## src/verilog/pcpwm_pkg.sv

```systemverilog
// Constants for the peak current PWM protection sequencer
package pcpwm_pkg;
    // ****************************************
    // Clock and timing
    // ****************************************
    localparam int  CLOCK_HZ          = 125_000_000;
    localparam int  SWITCH_HZ         = 65_000;
    localparam int  PERIOD_CYCLES     = CLOCK_HZ / SWITCH_HZ;
    localparam int  MAX_DUTY_PCT      = 80;
    localparam int  DUTY_CYCLES       = PERIOD_CYCLES * MAX_DUTY_PCT / 100;
    localparam int  BLANK_FAULT_NS    = 1000;
    localparam int  BLANK_FAULT_CYC   = BLANK_FAULT_NS * 125 / 1000;
    localparam int  FILTER_NS         = 600;
    localparam int  FILTER_CYC        = (FILTER_NS * 125 + 999) / 1000;
    localparam int  LEB_NS            = 270;
    localparam int  LEB_CYC           = (LEB_NS * 125 + 999) / 1000;
    localparam int  OVP_DELAY_US      = 20;
    localparam int  OVP_DELAY_CYC     = (OVP_DELAY_US * 125);
    localparam int  FAULT_COUNT       = 4;
    localparam int  OVERLOAD_MS       = 115;
    localparam int  OVERLOAD_CYC      = OVERLOAD_MS * 125_000;
    localparam int  SOFTSTART_US      = 4100;
    localparam int  SOFTSTART_CYC     = SOFTSTART_US * 125;
    localparam int  CNT_W             = 24;

    typedef enum logic [1:0] {
        PCPWM_RUN,
        PCPWM_OVP_HICCUP,
        PCPWM_STOPPED
    } pcpwm_state_type;
endpackage : pcpwm_pkg

```

## src/verilog/pcpwm_sequencer.sv

```systemverilog
// Gate drive timing, skip, soft-start and fault sequencing
`timescale 1ns/100ps
module pcpwm_sequencer
    import pcpwm_pkg::*;
#(
    parameter int OVERLOAD_CYCLES  = OVERLOAD_CYC,
    parameter int SOFTSTART_CYCLES = SOFTSTART_CYC
)(
    input  wire logic clock,
    input  wire logic resetn,
    input  wire logic clockEnable,
    input  wire logic peakReachedIn,
    input  wire logic peakLimitIn,
    input  wire logic skipLowIn,
    input  wire logic protectHighIn,
    input  wire logic supplyOverIn,
    output logic      gateDriveOutput,
    output logic      softStartActive,
    output logic      overloadError,
    output logic      autoRecovery
);
    // ****************************************
    // Input synchronisers
    // ****************************************
    logic [4:0] sync1_ff;
    logic [4:0] sync2_ff;
    always_ff @(posedge clock or negedge resetn) begin
        if (!resetn) begin
            sync1_ff <= 5'h00;
            sync2_ff <= 5'h00;
        end else if (clockEnable) begin
            sync1_ff <= {supplyOverIn, protectHighIn, skipLowIn, peakLimitIn, peakReachedIn};
            sync2_ff <= sync1_ff;
        end
    end
    logic peakReached, peakLimit, skipLow, protectHigh, supplyOver;
    assign {supplyOver, protectHigh, skipLow, peakLimit, peakReached} = sync2_ff;

    // ****************************************
    // State registers
    // ****************************************
    pcpwm_state_type  state_ff, nxt_state;
    logic [CNT_W-1:0] period_ff, nxt_period;
    logic [CNT_W-1:0] blank_ff, nxt_blank;
    logic [CNT_W-1:0] filt_ff, nxt_filt;
    logic [2:0]       fcount_ff, nxt_fcount;
    logic             protSeen_ff, nxt_protSeen;
    logic [CNT_W-1:0] ovp_ff, nxt_ovp;
    logic [CNT_W-1:0] ovl_ff, nxt_ovl;
    logic             err_ff, nxt_err;
    logic [CNT_W-1:0] ss_ff, nxt_ss;
    logic             gate_ff, nxt_gate;
    logic             endPulse;
    logic             filtered;

    always_comb begin
        nxt_state    = state_ff;
        nxt_period   = period_ff;
        nxt_blank    = blank_ff;
        nxt_filt     = filt_ff;
        nxt_fcount   = fcount_ff;
        nxt_protSeen = protSeen_ff;
        nxt_ovp      = ovp_ff;
        nxt_ovl      = ovl_ff;
        nxt_err      = err_ff;
        nxt_ss       = ss_ff;
        nxt_gate     = gate_ff;
        endPulse     = 1'b0;
        filtered     = 1'b0;

        if (period_ff == CNT_W'(PERIOD_CYCLES - 1))
            nxt_period = '0;
        else
            nxt_period = period_ff + 1'b1;

        if (ss_ff != '0)
            nxt_ss = ss_ff - 1'b1;

        // Peak reached ends pulse after blanking
        if (gate_ff && period_ff >= CNT_W'(LEB_CYC) && peakReached)
            endPulse = 1'b1;
        if (gate_ff && period_ff >= CNT_W'(DUTY_CYCLES - 1))
            endPulse = 1'b1;
        if (endPulse) begin
            nxt_gate  = 1'b0;
            nxt_blank = CNT_W'(BLANK_FAULT_CYC);
        end else if (blank_ff != '0) begin
            nxt_blank = blank_ff - 1'b1;
        end

        if (blank_ff != '0 || !protectHigh)
            nxt_filt = '0;
        else if (filt_ff < CNT_W'(FILTER_CYC))
            nxt_filt = filt_ff + 1'b1;
        filtered = (filt_ff >= CNT_W'(FILTER_CYC));
        if (filtered)
            nxt_protSeen = 1'b1;

        if (period_ff == CNT_W'(PERIOD_CYCLES - 1)) begin
            nxt_protSeen = 1'b0;
            if (protSeen_ff || filtered)
                nxt_fcount = fcount_ff + 1'b1;
            else
                nxt_fcount = '0;
        end

        if (!supplyOver)
            nxt_ovp = '0;
        else if (ovp_ff < CNT_W'(OVP_DELAY_CYC))
            nxt_ovp = ovp_ff + 1'b1;

        if (peakLimit && state_ff == PCPWM_RUN) begin
            nxt_err = 1'b1;
            if (!err_ff)
                nxt_ovl = '0;
        end
        if (err_ff && ovl_ff < CNT_W'(OVERLOAD_CYCLES))
            nxt_ovl = ovl_ff + 1'b1;

        case (state_ff)
            PCPWM_RUN: begin
                if (period_ff == CNT_W'(PERIOD_CYCLES - 1) && !skipLow)
                    nxt_gate = 1'b1;
                if ((err_ff && ovl_ff >= CNT_W'(OVERLOAD_CYCLES) && peakLimit)
                        || nxt_fcount >= 3'(FAULT_COUNT)) begin
                    nxt_state = PCPWM_STOPPED;
                    nxt_gate  = 1'b0;
                end else if (ovp_ff >= CNT_W'(OVP_DELAY_CYC)) begin
                    nxt_state = PCPWM_OVP_HICCUP;
                    nxt_gate  = 1'b0;
                end
            end
            PCPWM_OVP_HICCUP: begin
                nxt_gate = 1'b0;
                if (!supplyOver) begin
                    nxt_state = PCPWM_RUN;
                    nxt_ss    = CNT_W'(SOFTSTART_CYCLES);
                end
            end
            default: begin
                // Held until supply lockout reset restarts the part
                nxt_gate = 1'b0;
            end
        endcase
    end

    always_ff @(posedge clock or negedge resetn) begin
        if (!resetn) begin
            state_ff    <= PCPWM_RUN;
            period_ff   <= '0;
            blank_ff    <= '0;
            filt_ff     <= '0;
            fcount_ff   <= 3'h0;
            protSeen_ff <= 1'b0;
            ovp_ff      <= '0;
            ovl_ff      <= '0;
            err_ff      <= 1'b0;
            ss_ff       <= CNT_W'(SOFTSTART_CYC);
            gate_ff     <= 1'b0;
        end else if (clockEnable) begin
            state_ff    <= nxt_state;
            period_ff   <= nxt_period;
            blank_ff    <= nxt_blank;
            filt_ff     <= nxt_filt;
            fcount_ff   <= nxt_fcount;
            protSeen_ff <= nxt_protSeen;
            ovp_ff      <= nxt_ovp;
            ovl_ff      <= nxt_ovl;
            err_ff      <= nxt_err;
            ss_ff       <= nxt_ss;
            gate_ff     <= nxt_gate;
        end
    end

    assign gateDriveOutput = gate_ff;
    assign softStartActive = (ss_ff != '0);
    assign overloadError   = err_ff;
    assign autoRecovery    = (state_ff != PCPWM_RUN);

    // ****************************************
    // Checks
    // ****************************************
    // Drive low outside run
    a_idle_drive_low: assert property (@(posedge clock) disable iff (!resetn)
        (state_ff != PCPWM_RUN) |=> !gate_ff) else $error("drive high while stopped");
    a_duty_limit: assert property (@(posedge clock) disable iff (!resetn)
        (clockEnable && gate_ff && period_ff == CNT_W'(DUTY_CYCLES - 1)) |=> !gate_ff)
        else $error("pulse beyond duty limit");
    a_start_boundary: assert property (@(posedge clock) disable iff (!resetn)
        $rose(gate_ff) |-> period_ff == '0) else $error("pulse started off boundary");
    a_stop_sticky: assert property (@(posedge clock) disable iff (!resetn)
        (state_ff == PCPWM_STOPPED) |=> (state_ff == PCPWM_STOPPED))
        else $error("left stopped state");
    a_blank_filter: assert property (@(posedge clock) disable iff (!resetn)
        (clockEnable && blank_ff != '0) |=> filt_ff == '0) else $error("filter ran in blank");
    a_skip_blocks: assert property (@(posedge clock) disable iff (!resetn)
        (clockEnable && skipLow && !gate_ff) |=> !gate_ff) else $error("pulse during skip");
    a_leb_mask: assert property (@(posedge clock) disable iff (!resetn)
        (clockEnable && gate_ff && period_ff < CNT_W'(LEB_CYC) && nxt_state == PCPWM_RUN)
        |=> gate_ff) else $error("pulse cut in blank");
    a_error_hold: assert property (@(posedge clock) disable iff (!resetn)
        err_ff |=> err_ff) else $error("error flag dropped");
endmodule : pcpwm_sequencer

```

## config.mk

```make
export PLATFORM = sky130hd
export DESIGN_NAME = pcpwm_sequencer
export DESIGN_NICKNAME = d
export VERILOG_FILES = /design/src/verilog/pcpwm_pkg.sv /design/src/verilog/pcpwm_sequencer.sv
export SDC_FILE = /design/constraint.sdc
export NUM_CORES = 1
export LEC_CHECK = 0
export BUFFER_PORTS_ARGS = -buffer_cell sky130_fd_sc_hd__buf_4
export CORE_MARGIN = 2
export CORE_UTILIZATION = 50
export DETAILED_ROUTE_END_ITERATION = 10
export GPL_TIMING_DRIVEN = 0
export PLACE_DENSITY = 0.66
export SLEW_MARGIN = 20
export SYNTH_ARGS = -nofsm -noshare
export SYNTH_HDL_FRONTEND = slang
export SYNTH_SLANG_ARGS = --single-unit
export TNS_END_PERCENT = 10
```

## constraint.sdc

```tcl
create_clock -name clock -period 5.9 [get_ports clock]
set_input_delay 0.885 -clock clock [delete_from_list [all_inputs] [get_ports clock]]
set_output_delay 0.885 -clock clock [all_outputs]
set_load 0.01 [all_outputs]
```

# After elaboration in Yosys (flattened, before gate mapping)
# Cells that the tools add are included.
# W data, S select, Z words.
# op_classes
n_addsub	7
order_cmp	9
n_eq_ne	7
mux	28
n_reduce_logical	30
# ops
cell	count
$mux W24	13
$add A24 B1 Y24 const B	4
$reduce_bool A24 Y1	2
$sub A24 B1 Y24 const B	2
$eq A24 B11 Y1 const B	1
$ge A24 B11 Y1 const B	1
$ge A24 B12 Y1 const B	1
$ge A24 B24 Y1 const B	1
$ge A24 B6 Y1 const B	1
$ge A24 B7 Y1 const B	1
$lt A24 B12 Y1 const B	1
$lt A24 B24 Y1 const B	1
$lt A24 B7 Y1 const B	1
$reduce_and A2 Y1	6
$reduce_bool A2 Y1	6
$mux W1	9
$logic_and A1 B1 Y1	8
$mux W2	3
$mux W3	2
$ne A5 B2 Y1 const B	1
$ne A2 B1 Y1 const B	2
$pmux W2 S2	1
$reduce_and A4 Y1	1
$add A3 B1 Y3 const B	1
8 further kinds	11
# word_totals
register_bits	162
input_bits	8
out_inout_bits	4
elab_cells	94

# Depth between registers and ports, before layout
# logic_depth
depth_word	10
ltp_mapped	11
mapped_depth_nobuf	8

# Worst setup path before layout
# Ideal clock, no wire load.
# synth_timing
path_type	reg-to-reg
from	register blank_ff[0]
to	register blank_ff[12]
setup_ns	0.150
arrival_time_ns	2.298
slack_ns	3.452
stages_incl_launch_ff	12
path_buffers	3
synth_period_minus_slack_ns	2.448
path_cell_list	dfrtp_1 > inv_1 > ha_1 > or4b_1 > buf_2 > or4_4 > buf_6 > o21ai_4 > buf_6 > or4_1 > xor2_1 > nor2_1
# synth_via
elab_chain_cells	3
# synth_rtl
element	line	source
start: declaration	pcpwm_sequencer.sv:44	logic [CNT_W-1:0] blank_ff, nxt_blank;
start signal: assignment	pcpwm_sequencer.sv:163	blank_ff <= nxt_blank;
$sub A24 B1 Y24 / $reduce_bool A24 Y1 (equally long branches)	pcpwm_sequencer.sv:88, pcpwm_sequencer.sv:87	
$mux W24 / $reduce_bool A2 Y1 (equally long branches)	n/a	
$mux W24 / $reduce_and A2 Y1 (equally long branches)	n/a	
# Parallel ways exist; a longest one is shown, timed or not. The select of a mux whose other input is x is not followed.
# A chain may end at the register's enable or synchronous reset.

# Worst setup path in the final report
# layout_timing
from	register ss_ff[0]
to	output port softStartActive
# layout_via
elab_chain_cells	1
# layout_rtl
element	line	source
start: declaration	pcpwm_sequencer.sv:51	logic [CNT_W-1:0] ss_ff, nxt_ss;
start signal: assignment	pcpwm_sequencer.sv:158	ss_ff <= CNT_W'(SOFTSTART_CYC);
start signal: assignment	pcpwm_sequencer.sv:170	ss_ff <= nxt_ss;
$reduce_bool A24 Y1	pcpwm_sequencer.sv:176	assign softStartActive = (ss_ff != '0);
end: declaration	pcpwm_sequencer.sv:18	output logic softStartActive,
# Every way passes these cells.

==> flow_summary.ini <==
[synth]
synth_top_family_by_area = simple AND/OR/NAND/NOR gates
yosysSeqAreaShare = 0.509
yosys_warnings = 0
synth-simple-area-share = 0.264
yosysTopAreaCellShare = 0.470
muxShareOfSynthArea = 0.0216
synth_xor_area_frac = 0.0953
ys.flop_type = dfrtp_1
syn_nets = 831
synth_area_leaders = dfrtp_1 47%, xnor2_1 5.8%, nor2_1 5.0%
synth.distinct_cells = 59
synth_area_leader_cell = dfrtp_1
synthAdderAreaFrac = 0.0204
syn_area_per_cell_um2 = 9.87
ys_ff_latch = 162
post_synth_inst_count = 810
synthArstFlopShare = 1.00
synth_compound_area_frac = 0.0643
synth_area_mm2 = 0.00799
synth-edff-count = 0

[grt]
grt_pass1_wl_um = 28300
grt_pass1_vias = 6040
busiest_layer = met2
grt_max_degree = 85
globalRouteMet3Util = 0.0480
grt_overflow_total = 0
grt_antenna_before_repair = 0
use_met2 = 0.333
track_usage = 0.208
met1_usage = 0.280

[setup_path]
worstPathRequired_ps = 5020
cp-end-kind = output pin
crit_fanout = 5
cp-start-kind = register
timing.setup.critical_path_class = register to output pin
worst-path-buf-inv = 2
path_cells = inv_1 -> ha_1 -> or3b_2 -> nor4_2 -> nand3_1 -> buf_4
slowest_stage = or3b_2
crit_path_max_incr_delay_ps = 470
cp_top_family = simple AND/OR/NAND/NOR gates
critPathArrivalTime_ps = 2260

[layout]
final_nets = 862
fin_util = 0.572
multi_input_area_mm2 = 0.00373
seq_area_mm2 = 0.00407
final_common_cell = dfrtp_1
num_antenna_cells = 0
layout.cells.non_filler = 1069
layout-drive-gt1-share = 0.0926
mostFrequentLayoutCells = 150 x dfrtp_1, 106 x nor2_1, 77 x nand2_1
fill_cells = 1392
synthToLayoutAreaGrowth_pct = 12.8

[die]
dieArea_mm2 = 0.0170
num_io_pins = 12
initial_core_util = 0.507
core-area_mm2 = 0.0158
die_x_um = 130
die_h_um = 130
fp-row-count = 46

[placement]
gp_congestion = 0.878
dpl.cell_count = 1038
portBuffers = 11
dpl.hpwl_um = 11300

[pwr]
power_density_mw_per_mm2 = 345
ir_drop_uv = 265
total_power_uw = 3110
p_leak_uw = 0.00391

[clock_network]
worstSkewPairLatency_ps = 430
ctsHoldBuffers = 0
cts_tree = done
htreeDepth = 4
cts.clk_slew.worst_paths_ps = 60
clockBufferDepth = 2
cts_resized = 0
numCtsBuffers = 17
postCtsSetupRepairBufs = 0
clock-root-buffer = clkbuf_16
clock-sinks = 162

[drt]
wl_um = 16400
vias = 6037
post_drt_via_cell_ratio = 5.65
drtIter0Drc = 448
wl_per_cell_um = 15.3
drc_errors = 0
antenna_left = 0
first_pass_iters = 5

[hold_path]
hold_class = primary input to async pin

[timing]
fin_crit_sh = 0.533
fin_tns_setup_ps = 0
setup_violations = 0
tightest_slew_ps = 853
fin_crit_ps = 3140
finalMaxSlewViolations = 0
finClkSkew_ps = 7.15
hold_viol_final = 0
rsz0062_at_grt = false
relSlewSlack = 0.427
timing.fmax_mhz = 318

[job]
cap_violations = 0

[outcome]
status = finished clean
per-stage QoR:
stage               setup slack, ps  hold slack (ps)  instance area, um2
floorplan                      3450              443                7990
finish                         2760              411                9010
detailed placement             2760              461                8390
CTS                            2760              451                9010
global placement               2840              462                8350
global route                   2550              475                9010
flip-flops by register name (all words and copies together), names as in the netlist, 5 cells and up, named ones only:
| register | cells |
|---|---|
| blank_ff | 24 |
| filt_ff | 24 |
| ovl_ff | 24 |
| ovp_ff | 24 |
| period_ff | 24 |
| ss_ff | 24 |
| sync1_ff | 5 |
| sync2_ff | 5 |
area by class of cell:
cell class              count  area share
multi-input cells         598       0.414
flip-flops and latches    162       0.451
inverters                  24     0.00999
clock buffers              20      0.0484
plain buffers              26      0.0126
repair buffers             12      0.0130
clock inverters            11      0.0207
well taps                 216      0.0300
cell usage after synthesis, types with 6 or more instances:
cell      count
a21oi_1       8
a31oi_1       8
and2_1        9
and3_1       14
and4_1        7
clkbuf_1     20
dfrtp_1     150
dfstp_2      12
ha_1         13
inv_1        24
mux2_2       10
mux2i_1       6
nand2_1      77
nand3_1      38
nand4_1      20
nor2_1      106
nor2b_1      21
nor3_1       30
nor4_1       35
o21a_1        6
o21ai_0      18
o31ai_1       7
or3_1        15
or4_1        14
xnor2_1      53
xor2_1       34
where the power goes:
part	switching (uW)	internal, uW
Combinational	317	217
Clock	427	745
Sequential	149	1260
routing by layer:
metal / up-vias / share of wire
met5: - / 0
met1: 3023 / 0.46
met3: 20 / 0.033
met2: 96 / 0.49
li1: 2898 / -
met4: 0 / 0.016
final timing paths:
check | end | slack [ps] | start | cells after the start
min | ovl_ff[8] | 410 | resetn | 1
max reg2reg | gateDriveOutput | 3150 | ovl_ff[10] | 8
max in group asynchronous | blank_ff[3] | 4690 | resetn | 2
min in group clock | ss_ff[15] | 470 | ss_ff[15] | 2
max | softStartActive | 2760 | ss_ff[0] | 6
min reg2reg | ss_ff[15] | 470 | ss_ff[15] | 2
cells by family after synthesis:
group                    count (synthesis)
AO/OA/AOI/OAI                           73
XOR/XNOR                                87
adder cells (fa/ha/maj)                 13
buffers and inverters                   50
flip-flops                             162
multiplexers                            16
AND/OR/NAND/NOR                        409
Note: power is estimated with default switching activity, not from simulation.
